**src/rtl/dbes_pkg.sv**
```systemverilog
// constants and types of the dual buck enable and fault sequencer
package dbes_pkg;
  localparam int unsigned CLK_HZ         = 250_000_000;
  // pump clock
  localparam int unsigned PUMP_HZ        = 256_000;
  localparam int unsigned PUMP_HALF_CYC  = CLK_HZ / (2 * PUMP_HZ);
  // soft-start ramp
  localparam int unsigned SS_TIME_NS     = 800_000;
  localparam int unsigned SS_CYC         = SS_TIME_NS / 4;
  // reference target code (2 V full scale)
  localparam int unsigned REF_W          = 10;
  localparam logic [9:0]  REF_TARGET     = 10'h3ff;
  localparam int unsigned SS_STEP_CYC    = SS_CYC / 1023;
  // undervoltage filter (least time, round up)
  localparam int unsigned UV_FILT_NS     = 250_000;
  localparam int unsigned UV_FILT_CYC    = (UV_FILT_NS + 3) / 4;
  // undervoltage mask after start-up
  localparam int unsigned UV_MASK_NS     = 1_100_000;
  localparam int unsigned UV_MASK_CYC    = (UV_MASK_NS + 3) / 4;
  // power-good delay in timebase cycles
  localparam int unsigned PG_DELAY_CYC   = 1024;
  localparam int unsigned CNT_W          = 20;
  // channel states
  typedef enum logic [2:0] {
    DBES_CH_OFF  = 3'b000,
    DBES_CH_RAMP = 3'b001,
    DBES_CH_RUN  = 3'b010,
    DBES_CH_OVP  = 3'b011,
    DBES_CH_OVL  = 3'b100,
    DBES_CH_UVL  = 3'b101
  } dbes_ch_state_t;
endpackage

```
**src/rtl/dbes_top.sv**
```systemverilog
// top of the dual buck enable and fault sequencer
`timescale 1ns/100ps
module dbes_top #(
  parameter bit          ALWAYS_ON_5V = 1'b0,
  parameter int unsigned PG_DELAY     = dbes_pkg::PG_DELAY_CYC,
  parameter int unsigned UV_FILT      = dbes_pkg::UV_FILT_CYC,
  parameter int unsigned UV_MASK      = dbes_pkg::UV_MASK_CYC,
  parameter int unsigned SS_STEP      = dbes_pkg::SS_STEP_CYC,
  parameter int unsigned PUMP_HALF    = dbes_pkg::PUMP_HALF_CYC
) (
  input  wire logic       ref_clk_i,
  input  wire logic       rst_b_i,
  input  wire logic       ce_i,
  input  wire logic       ch1_enable_i,
  input  wire logic       ch2_enable_i,
  input  wire logic       vin_above_uvlo_i,
  input  wire logic       ldo_3v3_above_2v4_i,
  input  wire logic       ldo_3v3_above_uvlo_i,
  input  wire logic       ldo_5v_above_uvlo_i,
  input  wire logic       over_temp_i,
  input  wire logic       ch1_over_i,
  input  wire logic       ch2_over_i,
  input  wire logic       ch1_above_pg_i,
  input  wire logic       ch2_above_pg_i,
  input  wire logic       ch1_under_i,
  input  wire logic       ch2_under_i,
  input  wire logic       ch1_fb_zero_i,
  input  wire logic       ch2_fb_zero_i,
  input  wire logic       ch1_ocl_i,
  input  wire logic       ch2_ocl_i,
  input  wire logic       ch1_neg_ocl_i,
  input  wire logic       ch2_neg_ocl_i,
  input  wire logic       ch1_ontime_done_i,
  input  wire logic       ch2_ontime_done_i,
  input  wire logic       ch1_pwm_req_i,
  input  wire logic       ch2_pwm_req_i,
  input  wire logic       ch1_out_above_sw_i,
  output logic            ldo_3v3_en_o,
  output logic            ldo_5v_en_o,
  output logic            switchover_o,
  output logic            ldo_3v3_from_ch1_o,
  output logic            pump_clock_out_o,
  output logic            power_good_out_o,
  output logic            ch1_output_sense_dis_o,
  output logic            ch2_switch_node_dis_o,
  output logic            ch1_high_side_gate_o,
  output logic            ch1_low_side_gate_o,
  output logic            ch2_high_side_gate_o,
  output logic            ch2_low_side_gate_o,
  output logic [9:0]      ch1_ref_code_o,
  output logic [9:0]      ch2_ref_code_o
);
  // ----------------------------------------------------------------
  // reset release and input synchronisers
  // ----------------------------------------------------------------
  logic [1:0]  rst_sync_reg;
  logic        rst_b;
  logic [25:0] pin_raw;
  logic [25:0] pin;

  always_ff @(posedge ref_clk_i or negedge rst_b_i) begin
    if (!rst_b_i) begin
      rst_sync_reg <= 2'h0;
    end else begin
      rst_sync_reg <= {rst_sync_reg[0], 1'b1};
    end
  end
  assign rst_b = rst_sync_reg[1];

  assign pin_raw = {ch1_enable_i, ch2_enable_i, vin_above_uvlo_i, ldo_3v3_above_2v4_i,
                    ldo_3v3_above_uvlo_i, ldo_5v_above_uvlo_i, over_temp_i,
                    ch1_over_i, ch2_over_i, ch1_above_pg_i, ch2_above_pg_i,
                    ch1_under_i, ch2_under_i, ch1_fb_zero_i, ch2_fb_zero_i,
                    ch1_ocl_i, ch2_ocl_i, ch1_neg_ocl_i, ch2_neg_ocl_i,
                    ch1_ontime_done_i, ch2_ontime_done_i, ch1_pwm_req_i,
                    ch2_pwm_req_i, ch1_out_above_sw_i, 2'h0};

  dbes_sync #(
    .W(26)
  ) u_sync (
    .ref_clk_i (ref_clk_i),
    .rst_b_i   (rst_b),
    .d_i       (pin_raw),
    .q_o       (pin)
  );

  logic en1, en2, vin_ok, v3_2v4, v3_ok, v5_ok, hot;
  logic ov1, ov2, pg1, pg2, un1, un2, z1, z2, oc1, oc2, noc1, noc2;
  logic ot1, ot2, rq1, rq2, sw_ok;
  assign {en1, en2, vin_ok, v3_2v4, v3_ok, v5_ok, hot, ov1, ov2, pg1, pg2,
          un1, un2, z1, z2, oc1, oc2, noc1, noc2, ot1, ot2, rq1, rq2, sw_ok}
         = pin[25:2];

  // ----------------------------------------------------------------
  // channels
  // ----------------------------------------------------------------
  logic       run_ok;
  logic [9:0] r1, r2;
  logic       h1, l1, h2, l2;
  logic       ovp1, ovp2, uvp1, uvp2, rmp1, rmp2, act1, act2;

  assign run_ok = vin_ok && v5_ok && v3_ok && !hot;

  dbes_channel #(
    .UV_FILT (UV_FILT),
    .UV_MASK (UV_MASK),
    .SS_STEP (SS_STEP)
  ) u_ch1 (
    .ref_clk_i        (ref_clk_i),
    .rst_b_i          (rst_b),
    .ce_i             (ce_i),
    .enable_i         (en1),
    .run_ok_i         (run_ok),
    .ocl_i            (oc1),
    .neg_ocl_i        (noc1),
    .ontime_done_i    (ot1),
    .fb_over_i        (ov1),
    .fb_under_i       (un1),
    .fb_zero_i        (z1),
    .pwm_on_req_i     (rq1),
    .ref_code_o       (r1),
    .high_side_gate_o (h1),
    .low_side_gate_o  (l1),
    .ovp_o            (ovp1),
    .uvp_o            (uvp1),
    .ramped_o         (rmp1),
    .active_o         (act1)
  );

  dbes_channel #(
    .UV_FILT (UV_FILT),
    .UV_MASK (UV_MASK),
    .SS_STEP (SS_STEP)
  ) u_ch2 (
    .ref_clk_i        (ref_clk_i),
    .rst_b_i          (rst_b),
    .ce_i             (ce_i),
    .enable_i         (en2),
    .run_ok_i         (run_ok),
    .ocl_i            (oc2),
    .neg_ocl_i        (noc2),
    .ontime_done_i    (ot2),
    .fb_over_i        (ov2),
    .fb_under_i       (un2),
    .fb_zero_i        (z2),
    .pwm_on_req_i     (rq2),
    .ref_code_o       (r2),
    .high_side_gate_o (h2),
    .low_side_gate_o  (l2),
    .ovp_o            (ovp2),
    .uvp_o            (uvp2),
    .ramped_o         (rmp2),
    .active_o         (act2)
  );

  // ----------------------------------------------------------------
  // sequencing, power-good and pump clock state
  // ----------------------------------------------------------------
  typedef struct packed {
    logic       v3;
    logic       v5;
    logic       swo;
    logic       pump;
    logic [9:0] pump_cnt;
    logic       pg;
    logic [19:0] pg_cnt;
    logic       dis1;
    logic       dis2;
    logic       h1;
    logic       l1;
    logic       h2;
    logic       l2;
    logic [9:0] r1;
    logic [9:0] r2;
  } dbes_top_t;

  dbes_top_t s_reg;
  dbes_top_t s_next;
  logic      pg_ok;
  logic      any_uvp;

  assign any_uvp = uvp1 || uvp2;
  assign pg_ok   = en1 && en2 && rmp1 && rmp2 && pg1 && pg2
                   && !ov1 && !ov2 && !un1 && !un2;

  always_comb begin
    s_next = s_reg;
    s_next.v3 = vin_ok && !hot;
    if (ALWAYS_ON_5V) begin
      s_next.v5 = s_reg.v3 && v3_2v4 && !hot;
    end else begin
      s_next.v5 = s_reg.v3 && v3_2v4 && !hot && (en1 || en2);
    end
    s_next.swo = s_next.v5 && act1 && !ovp1 && !uvp1 && !oc1 && sw_ok;
    // pump clock divider
    if (en1 && !hot) begin
      if (s_reg.pump_cnt >= 10'(PUMP_HALF - 1)) begin
        s_next.pump_cnt = '0;
        s_next.pump     = !s_reg.pump;
      end else begin
        s_next.pump_cnt = s_reg.pump_cnt + 10'h001;
      end
    end else begin
      s_next.pump_cnt = '0;
      s_next.pump     = 1'b0;
    end
    // power-good delay
    if (!pg_ok) begin
      s_next.pg_cnt = '0;
      s_next.pg     = 1'b0;
    end else if (s_reg.pg_cnt >= 20'(PG_DELAY - 1)) begin
      s_next.pg = 1'b1;
    end else begin
      s_next.pg_cnt = s_reg.pg_cnt + 20'h00001;
    end
    s_next.dis1 = !en1 || any_uvp;
    s_next.dis2 = !en2 || any_uvp;
    s_next.h1   = h1 && !any_uvp;
    s_next.l1   = l1 && !any_uvp;
    s_next.h2   = h2 && !any_uvp;
    s_next.l2   = l2 && !any_uvp;
    s_next.r1   = r1;
    s_next.r2   = r2;
  end

  always_ff @(posedge ref_clk_i or negedge rst_b) begin
    if (!rst_b) begin
      s_reg <= '0;
    end else if (ce_i) begin
      s_reg <= s_next;
    end
  end

  // ----------------------------------------------------------------
  // outputs
  // ----------------------------------------------------------------
  assign ldo_3v3_en_o           = s_reg.v3;
  assign ldo_5v_en_o            = s_reg.v5 && !s_reg.swo;
  assign switchover_o           = s_reg.swo;
  assign ldo_3v3_from_ch1_o     = s_reg.swo;
  assign pump_clock_out_o       = s_reg.pump;
  assign power_good_out_o       = s_reg.pg;
  assign ch1_output_sense_dis_o = s_reg.dis1;
  assign ch2_switch_node_dis_o  = s_reg.dis2;
  assign ch1_high_side_gate_o   = s_reg.h1;
  assign ch1_low_side_gate_o    = s_reg.l1;
  assign ch2_high_side_gate_o   = s_reg.h2;
  assign ch2_low_side_gate_o    = s_reg.l2;
  assign ch1_ref_code_o         = s_reg.r1;
  assign ch2_ref_code_o         = s_reg.r2;

  // ----------------------------------------------------------------
  // checks
  // ----------------------------------------------------------------
  AST_PG_NEEDS_EN: assert property (@(posedge ref_clk_i) disable iff (!rst_b)
    power_good_out_o |-> en1 && en2) else $error("power good without both enables");
  AST_PG_OV_DROP: assert property (@(posedge ref_clk_i) disable iff (!rst_b)
    ce_i && ov1 |=> !power_good_out_o) else $error("power good held during overvoltage");
  AST_PG_UV_DROP: assert property (@(posedge ref_clk_i) disable iff (!rst_b)
    ce_i && un2 |=> !power_good_out_o) else $error("power good held during undervoltage");
  AST_PUMP_OFF: assert property (@(posedge ref_clk_i) disable iff (!rst_b)
    !en1 && ce_i |=> !pump_clock_out_o) else $error("pump clock runs with ch1 off");
  AST_V5_VARIANT: assert property (@(posedge ref_clk_i) disable iff (!rst_b)
    ce_i && !ALWAYS_ON_5V && !en1 && !en2 |=> !s_reg.v5) else $error("5V on without enable");
  AST_SWO_LDO: assert property (@(posedge ref_clk_i) disable iff (!rst_b)
    switchover_o |-> !ldo_5v_en_o && ldo_3v3_from_ch1_o) else $error("switchover not exclusive");
  AST_UV_GATES: assert property (@(posedge ref_clk_i) disable iff (!rst_b)
    ce_i && any_uvp |=> !ch1_high_side_gate_o && !ch1_low_side_gate_o
    && ch1_output_sense_dis_o && ch2_switch_node_dis_o) else $error("uv latch not enforced");
  AST_HOT_OFF: assert property (@(posedge ref_clk_i) disable iff (!rst_b)
    ce_i && hot |=> !ldo_3v3_en_o) else $error("regulator on while hot");
  AST_PG_DELAY: assert property (@(posedge ref_clk_i) disable iff (!rst_b)
    $rose(power_good_out_o) |-> $past(pg_ok)) else $error("power good rose without cause");
endmodule

```
**src/rtl/dbes_sync.sv**
```systemverilog
// two flip-flop synchroniser for a vector of pin inputs
`timescale 1ns/100ps
module dbes_sync #(
  parameter int unsigned W = 1
) (
  input  wire logic         ref_clk_i,
  input  wire logic         rst_b_i,
  input  wire logic [W-1:0] d_i,
  output logic      [W-1:0] q_o
);
  logic [W-1:0] meta_reg;
  always_ff @(posedge ref_clk_i or negedge rst_b_i) begin
    if (!rst_b_i) begin
      meta_reg <= '0;
      q_o      <= '0;
    end else begin
      meta_reg <= d_i;
      q_o      <= meta_reg;
    end
  end
endmodule

```
**src/rtl/dbes_channel.sv**
```systemverilog
// one switching channel: soft-start, protection latches, driver control
`timescale 1ns/100ps
module dbes_channel #(
  parameter int unsigned UV_FILT  = dbes_pkg::UV_FILT_CYC,
  parameter int unsigned UV_MASK  = dbes_pkg::UV_MASK_CYC,
  parameter int unsigned SS_STEP  = dbes_pkg::SS_STEP_CYC
) (
  input  wire logic       ref_clk_i,
  input  wire logic       rst_b_i,
  input  wire logic       ce_i,
  input  wire logic       enable_i,
  input  wire logic       run_ok_i,
  input  wire logic       ocl_i,
  input  wire logic       neg_ocl_i,
  input  wire logic       ontime_done_i,
  input  wire logic       fb_over_i,
  input  wire logic       fb_under_i,
  input  wire logic       fb_zero_i,
  input  wire logic       pwm_on_req_i,
  output logic [9:0]      ref_code_o,
  output logic            high_side_gate_o,
  output logic            low_side_gate_o,
  output logic            ovp_o,
  output logic            uvp_o,
  output logic            ramped_o,
  output logic            active_o
);
  typedef struct packed {
    dbes_pkg::dbes_ch_state_t st;
    logic [9:0]               refc;
    logic [19:0]              ss_cnt;
    logic [19:0]              uv_cnt;
    logic [19:0]              mask_cnt;
    logic                     hs;
    logic                     ls;
  } dbes_ch_t;

  dbes_ch_t s_reg;
  dbes_ch_t s_next;

  always_comb begin
    s_next = s_reg;
    if (!enable_i) begin
      s_next = '0;
    end else begin
      unique case (s_reg.st)
        dbes_pkg::DBES_CH_OFF: begin
          if (run_ok_i) begin
            s_next.st = dbes_pkg::DBES_CH_RAMP;
          end
        end
        dbes_pkg::DBES_CH_RAMP, dbes_pkg::DBES_CH_RUN: begin
          // ramp the reference step by step
          if (s_reg.refc != dbes_pkg::REF_TARGET) begin
            if (s_reg.ss_cnt >= 20'(SS_STEP - 1)) begin
              s_next.ss_cnt = '0;
              s_next.refc   = s_reg.refc + 10'h001;
            end else begin
              s_next.ss_cnt = s_reg.ss_cnt + 20'h00001;
            end
          end else begin
            s_next.st = dbes_pkg::DBES_CH_RUN;
          end
          if (s_reg.mask_cnt < 20'(UV_MASK)) begin
            s_next.mask_cnt = s_reg.mask_cnt + 20'h00001;
          end
          // undervoltage filter
          if (fb_under_i && s_reg.mask_cnt >= 20'(UV_MASK)) begin
            s_next.uv_cnt = s_reg.uv_cnt + 20'h00001;
          end else begin
            s_next.uv_cnt = '0;
          end
          // pwm: off state held while current above limit
          if (s_reg.hs && ontime_done_i) begin
            s_next.hs = 1'b0;
            s_next.ls = 1'b1;
          end else if (!s_reg.hs && pwm_on_req_i && !ocl_i) begin
            s_next.hs = 1'b1;
            s_next.ls = 1'b0;
          end
          if (!run_ok_i) begin
            s_next    = '0;
          end else if (fb_over_i) begin
            s_next.st   = dbes_pkg::DBES_CH_OVP;
            s_next.refc = '0;
            s_next.hs   = 1'b0;
            s_next.ls   = 1'b1;
          end else if (s_reg.uv_cnt >= 20'(UV_FILT - 1) && fb_under_i
                       && s_reg.mask_cnt >= 20'(UV_MASK)) begin
            s_next.st = dbes_pkg::DBES_CH_UVL;
            s_next.hs = 1'b0;
            s_next.ls = 1'b0;
          end
        end
        dbes_pkg::DBES_CH_OVP: begin
          // alternate low-side and on-time pulses down to zero
          if (fb_zero_i) begin
            s_next.st = dbes_pkg::DBES_CH_OVL;
            s_next.hs = 1'b0;
            s_next.ls = 1'b1;
          end else if (s_reg.ls && neg_ocl_i) begin
            s_next.hs = 1'b1;
            s_next.ls = 1'b0;
          end else if (s_reg.hs && ontime_done_i) begin
            s_next.hs = 1'b0;
            s_next.ls = 1'b1;
          end
        end
        dbes_pkg::DBES_CH_OVL: begin
          s_next.hs = 1'b0;
          s_next.ls = 1'b1;
        end
        dbes_pkg::DBES_CH_UVL: begin
          s_next.hs = 1'b0;
          s_next.ls = 1'b0;
        end
        default: begin
          s_next = '0;
        end
      endcase
    end
  end

  always_ff @(posedge ref_clk_i or negedge rst_b_i) begin
    if (!rst_b_i) begin
      s_reg <= '0;
    end else if (ce_i) begin
      s_reg <= s_next;
    end
  end

  assign ref_code_o       = s_reg.refc;
  assign high_side_gate_o = s_reg.hs;
  assign low_side_gate_o  = s_reg.ls;
  assign ovp_o    = (s_reg.st == dbes_pkg::DBES_CH_OVP) || (s_reg.st == dbes_pkg::DBES_CH_OVL);
  assign uvp_o    = (s_reg.st == dbes_pkg::DBES_CH_UVL);
  assign ramped_o = (s_reg.st == dbes_pkg::DBES_CH_RUN);
  assign active_o = (s_reg.st == dbes_pkg::DBES_CH_RAMP) || (s_reg.st == dbes_pkg::DBES_CH_RUN);
endmodule

```
**config.mk**
```make
export PLATFORM = sky130hd
export DESIGN_NAME = dbes_top
export DESIGN_NICKNAME = d
export VERILOG_FILES = /design/src/rtl/dbes_pkg.sv /design/src/rtl/dbes_top.sv /design/src/rtl/dbes_sync.sv /design/src/rtl/dbes_channel.sv
export SDC_FILE = /design/constraint.sdc
export NUM_CORES = 1
export LEC_CHECK = 0
export BUFFER_PORTS_ARGS = -buffer_cell sky130_fd_sc_hd__buf_2
export CAP_MARGIN = 20
export CORE_MARGIN = 2
export CORE_UTILIZATION = 45
export CTS_BUF_LIST = sky130_fd_sc_hd__clkbuf_2
export DETAILED_ROUTE_END_ITERATION = 8
export GPL_TIMING_DRIVEN = 0
export PLACE_DENSITY_LB_ADDON = 0.3
export SLEW_MARGIN = 20
export SYNTH_ARGS = -nofsm -noshare
export SYNTH_HDL_FRONTEND = slang
export SYNTH_SLANG_ARGS = --single-unit
```
**constraint.sdc**
```tcl
create_clock -name ref_clk_i -period 11.3 [get_ports ref_clk_i]
set_input_delay 1.13 -clock ref_clk_i [delete_from_list [all_inputs] [get_ports ref_clk_i]]
set_output_delay 1.13 -clock ref_clk_i [all_outputs]
set_load 0.1 [all_outputs]
```
==> flow_summary.toml, run 1 <==
[final_layout]
final_common_cell = "dfrtp_1"
nets = 1417
nFillCells = 2500
areaGrowthSynthToFinish_pct = 11.7
drive_above_1_share_pct = 17.5
fin_area_um2 = 13900
layout_common_cells = "dfrtp_1 (260), nor2_1 (131), nand2_1 (109)"
fin_util_pct = 51.3

[logic_synthesis]
synthesis.nets = 1283
yosysWarningCount = 0
synth.cell_area_um2 = 12400
ys_ff_latch = 261
yosysSeqAreaShare_pct = 52.6
synth_ff_type = "dfrtp_1"
ys_async_sr_fraction_pct = 100
synth_cell_types = 85
synth_enable_flop_cells = 0
yosys-top-cells-area = "dfrtp_1 (53%), nor2_1 (4.0%), o21ai_0 (3.5%)"
synth_top_area_share_pct = 52.6
avgSynthCellArea_um2 = 9.99
yosys.area.top_type = "dfrtp_1"
syn-instance-count = 1242

[place]
portBuffers = 57
hpwl_mm = 19.5
gp_congestion = 0.869
dpl_cell_area_um2 = 13200

[die]
initial_core_util_pct = 45.9
die-height_um = 170
die_area_um2 = 28900
io_pins = 59
die_x_um = 170
coreArea_um2 = 27000
std_cell_rows = 60

[power_and_ir_drop]
seqPwrFrac_pct = 49.7
clockPowerShare_pct = 31.1
p_sw_share_pct = 34.6
switchingPower_uw = 718
power_density_nw_per_um2 = 150
power.leakage_nw = 6.33
internal_power_mw = 1.36
peakVddDrop_uv = 87.6
power_frac_comb_pct = 19.2

[cts]
cts_buffer_depth = 3
cts_setup_buffers = 0
cts_buffers = 71
hold_buffers = 0
clk_pin_slew_ns = 0.09
ctsRootBufferMaster = "clkbuf_2"
cts_sinks = 261
h-tree-depth = 3
cts_resized = 0
clk_latency_ns = 0.81
cts_tree = "yes"

[sta]
slew_viol_final = 0
skew_ns = 0.0425
layout_min_cycle_time_ns = 2.96
fmax_mhz = 337
setup-tns-final_ns = 0
setup_viol = 0
relSlewSlack_pct = 37.2
worstMarginPinSlew_ns = 0.936
hold_violations = 0
rsz0062_at_grt = "no"
post-route-period-util_pct = 26.2

[critical_path]
crit_slowest_cell = "dfrtp_1"
rr_worst_depth = 8
cp.required_ns = 10.17
rr_startpoint = "u_sync.q_o[25]"
worst-path-buf-inv = 1
reg2reg_to = "u_ch1.s_reg[33]"
crit_chain = "nor2_1 -> buf_2"
slowest_delay_ns = 0.45
rrSetupSlack_ns = 8.51
cp-start-kind = "flop"
critical_path_class = "flop to output port"
end_kind = "output port"
arrival_ns = 1.83
crit_family = "flip-flops"
crit_fanout = 4

[status]
status = "finished, final reports clean"

[drt]
num_vias = 10000
ant_nets = 0
drt-initial-drc-count = 783
via_per_inst = 5.67
routed_wirelength_mm = 28.3
drtPass1Iterations = 5
drt-wirelength-per-cell_um = 16.0
drc = 0

[global_route]
gr-total-overflow = 0
grt_usage_pct = 20.0
grt_pass1_wl_mm = 47.2
antenna_found_initial = 1
grt_start_max_net_pins = 57
grt_pass1_vias = 9590

[run]
drv_cap = 0

[min_path]
hold_class = "primary input to asynchronous set/reset pin"
how the worst max path moves through the flow:
stage / start / to / slack (ns) / cells after the start
floorplan: rst_sync_reg[1] / ch1_high_side_gate_o / 3.49 / 0
global placement: rst_sync_reg[1] / u_ch2.s_reg[20] / 0.54 / 0
detailed placement: ce_i / u_ch2.s_reg[29] / 7.65 / 7
CTS: ldo_3v3_from_ch1_o / ldo_5v_en_o / 8.26 / 2
global route: u_ch1.ref_code_o[0] / u_ch1.s_reg[55] / 8.21 / 8
finish: ldo_3v3_from_ch1_o / ldo_5v_en_o / 8.34 / 2
synthesized netlist by cell type, types with 6 or more instances:
| cell type | instances |
|---|---|
| a211oi_1 | 9 |
| a21oi_1 | 40 |
| a31oi_1 | 24 |
| a41oi_1 | 10 |
| and2_1 | 18 |
| and3_1 | 25 |
| and4_1 | 10 |
| buf_2 | 10 |
| buf_4 | 22 |
| clkbuf_1 | 32 |
| dfrtp_1 | 261 |
| ha_1 | 14 |
| inv_1 | 32 |
| mux2_2 | 23 |
| nand2_1 | 109 |
| nand2b_1 | 16 |
| nand3_1 | 71 |
| nand4_1 | 33 |
| nor2_1 | 131 |
| nor2b_1 | 14 |
| nor3_1 | 23 |
| nor4_1 | 18 |
| o211ai_1 | 6 |
| o21a_1 | 6 |
| o21ai_0 | 87 |
| o21ai_1 | 7 |
| o221ai_1 | 6 |
| o31ai_1 | 23 |
| or3_1 | 12 |
| or4_1 | 13 |
| xnor2_1 | 20 |
| xor2_1 | 31 |
power by group through the flow:
| stage | clock network, mW | registers (mW) | logic, mW |
|---|---|---|---|
| 2_1_floorplan | 0 | 1.09 | 0.265 |
| 3_3_place_gp | 0 | 1.06 | 0.373 |
| 3_5_place_dp | 0 | 1.05 | 0.397 |
| 4_1_cts | 0.672 | 1.03 | 0.398 |
| 5_1_grt | 0.718 | 1.04 | 0.427 |
| 6_report | 0.646 | 1.03 | 0.398 |
cells by family after synthesis:
logic type | Yosys count | share of synthesized area (%)
compound gates | 269 | 14.7
xor+xnor | 51 | 3.60
mux | 26 | 2.33
simple gates | 518 | 21.3
fa+ha+maj | 14 | 1.41
buf+inv | 102 | 3.98
other cells | 1 | 0.0302
flops | 261 | 52.6
metrics by stage:
step | power [mW] | instances | setup WS (ns) | hold WS (ns)
after floorplan | 1.35 | 1242 | 3.49 | 0.331
after global placement | 1.44 | 1640 | 0.543 | 0.333
after detailed placement | 1.45 | 1644 | 7.65 | 0.336
after CTS | 2.10 | 1764 | 8.26 | 0.0180
after global routing | 2.18 | 1765 | 8.21 | 0.0285
final | 2.07 | 1765 | 8.34 | 0.107
worst register-to-register path, cell delays in order, from the launching register on:
cell	delay (ns)
dfrtp_1	0.37
clkbuf_2	0.22
inv_1	0.14
nor4_4	0.62
nand2_1	0.18
a21oi_1	0.60
nor2_1	0.18
buf_2	0.25
nor2_1	0.13
per-layer routing:
metal  wire [µm]  part of all wire [%]  GRT usage [%]
met3        1530                   5.4           3.84
met5           0                     0              0
met4         572                   2.0           7.28
met1       14000                    50           29.3
met2       12200                    43           29.5
final cells by class:
class	count	area, µm²	share of cell area, %
Antenna cell	1	2.50	0.0181
Buffer	70	374	2.70
Clock buffer	105	526	3.79
Clock inverter	15	82.6	0.596
Inverter	32	120	0.867
Multi-Input combinational cell	879	5400	38.9
Sequential cell	261	6540	47.2
Tap cell	341	427	3.08
Timing Repair Buffer	61	395	2.85
(Power assumes the default switching activity.)
==> run 2: changes to the inputs <==
==> constraint.sdc (replaced) <==
create_clock -name ref_clk_i -period 2.9 [get_ports ref_clk_i]
set_input_delay 0.29 -clock ref_clk_i [delete_from_list [all_inputs] [get_ports ref_clk_i]]
set_output_delay 0.29 -clock ref_clk_i [all_outputs]
set_load 0.1 [all_outputs]
==> run 2 against run 1 <==
Net effect: largest power group unchanged; clock skew is 0.0039 ns higher; setup slack got worse by 8.2 ns; register-to-register slack worse by 8.3 ns; critical endpoint is now u_ch1.s_reg[11]; sequential share of layout area shrank 1.3 points; sequential power rose to 3.9 times the previous value; final area rose by 2.8%; routed wire length increased by 1.7%; non-clock buffer count up 31; power grew to 4.0 times the previous value; sequential cell count did not move.
==> flow_summary.toml, run 2 (synthesis results as in run 1) <==
[critical_path]
rrSetupSlack_ns = 0.16
rr_startpoint = "u_ch1.s_reg[72]"
slowest_delay_ns = 0.59
setup.worst_path.start = "u_ch1.s_reg[72]"
end_kind = "flop"
arrival_ns = 3.49
critical_path_class = "flop to flop"
crit_chain = "buf_4 -> xnor2_1 -> nor4_4 -> buf_4 -> a211oi_2 -> a21oi_2 -> buf_6 -> or4_1 -> o21ai_0"
reg2reg_to = "u_ch1.s_reg[11]"
crit_fanout = 10
rr_worst_depth = 9
crit_top_cell = "buf_4"
cp.required_ns = 3.65
crit_slowest_cell = "a211oi_2"
cp-start-kind = "flop"

[die]
std_cell_rows = 60
initial_core_util_pct = 45.9
coreArea_um2 = 27000
die-height_um = 170
die_x_um = 170
die_area_um2 = 28900
io_pins = 59

[cts]
clk_latency_ns = 0.84
cts_buffers = 70
h-tree-depth = 3
cts_tree = "yes"
cts_sinks = 261
cts_buffer_depth = 3
clk_pin_slew_ns = 0.10
ctsRootBufferMaster = "clkbuf_2"

[power_and_ir_drop]
power.leakage_nw = 6.50
power_density_nw_per_um2 = 581
peakVddDrop_uv = 307
totalPowerFinal_mw = 8.28

[place]
hpwl_mm = 19.8
portBuffers = 57
gp_congestion = 0.906

[final_layout]
drive_above_1_share_pct = 17.4
areaGrowthSynthToFinish_pct = 14.8
nets = 1447
layout_common_cells = "dfrtp_1 (260), nor2_1 (131), nand2_1 (109)"
final_common_cell = "dfrtp_1"

[drt]
drc = 0
drt-initial-drc-count = 808
via_per_inst = 5.66
drt-wirelength-per-cell_um = 16.0
num_vias = 10200
drtPass1Iterations = 5
routed_wirelength_mm = 28.7
ant_nets = 0

[min_path]
holdPathStages = 2
hold_class = "primary input to flop"
whs_endpoint = "u_sync.meta_reg[12]"
hold_path.startpoint = "ch1_fb_zero_i"

[sta]
fmax_mhz = 365
hold_violations = 0
post-route-period-util_pct = 94.4
layout_min_cycle_time_ns = 2.74
rsz0062_at_grt = "no"
worstMarginPinSlew_ns = 0.913
slew_viol_final = 0
skew_ns = 0.0465
setup-tns-final_ns = 0
setup_viol = 0
relSlewSlack_pct = 38.7

[global_route]
gr-total-overflow = 0
antenna_found_initial = 1
grt_pass1_wl_mm = 47.9
grt_usage_pct = 20.3
grt_pass1_vias = 9771
grt_start_max_net_pins = 55

[run]
drv_cap = 0

[status]
status = "finished, final reports clean"
-- run 2: changes by cell type in the layout (fill, tap and decap cells not counted), sizes merged --
cell / delta
clkbuf: -10
buf: +4
dlygate4sd3: +27
clkinvlp: +1
inv: +1
clkinv: +7
bufinv: +2
-- run 2: what timing repair did --
item,in CTS,in global routing
resized for setup,1,4
hold endpoints to repair,28,0
endpoints found under the setup margin,18,34
hold buffers,27,0
setup buffers,0,2
pin swaps,0,1
-- run 2: critical path: cells and delay by family (launching register included) --
family          cells  cell delay [ns]
compound gates      3             0.88
buf+inv             3             0.55
simple gates        2             0.51
flops               1             0.37
xor+xnor            1             0.37
-- run 2: how the worst max path moves through the flow --
stage	cells after the start	slack (ns)	endpoint
6_report	9	0.16	u_ch1.s_reg[11]
4_1_cts	8	0.09	u_ch1.s_reg[38]
2_1_floorplan	0	0.28	ch1_high_side_gate_o
3_5_place_dp	7	-0.11	u_ch1.ref_code_o[3]
5_1_grt	8	0.003	u_ch2.ref_code_o[1]
3_3_place_gp	0	-0.66	s_reg[26]
-- run 2: layout make-up --
class	count	area [µm²]
Antenna cell	1	2.50
Buffer	70	374
Clock buffer	95	475
Clock inverter	26	184
Fill cell	2449	12800
Inverter	32	120
Multi-Input combinational cell	879	5420
Sequential cell	261	6540
Tap cell	341	427
Timing Repair Buffer	92	713
-- run 2: through the flow --
step	hold WS [ns]	utilization [%]	instances	instance area [µm²]	setup WS, ns
global placement	0.0760	48.6	1640	13100	-0.659
CTS	0.00254	52.6	1794	14200	0.0872
floorplan	-0.00559	-	1242	12400	0.283
finish	0.0831	52.7	1797	14300	0.163
global route	0.00358	52.7	1797	14300	0.00313
detailed placement	0.0782	49.1	1646	13300	-0.112
-- run 2: power breakdown --
group	internal, mW	leakage, nW	total, mW	switching, mW
Clock	1.16	0.487	2.66	1.51
Combinational	0.460	2.52	1.60	1.14
Sequential	3.82	3.50	4.01	0.190
-- run 2: routing by layer --
layer	GRT usage, %	vias to the layer above	part of all wire, %
met3	4.05	66	5.2
met5	0	-	0
met4	6.91	0	2.2
met2	30.8	289	44
met1	29.3	4981	48
li1	-	4833	-
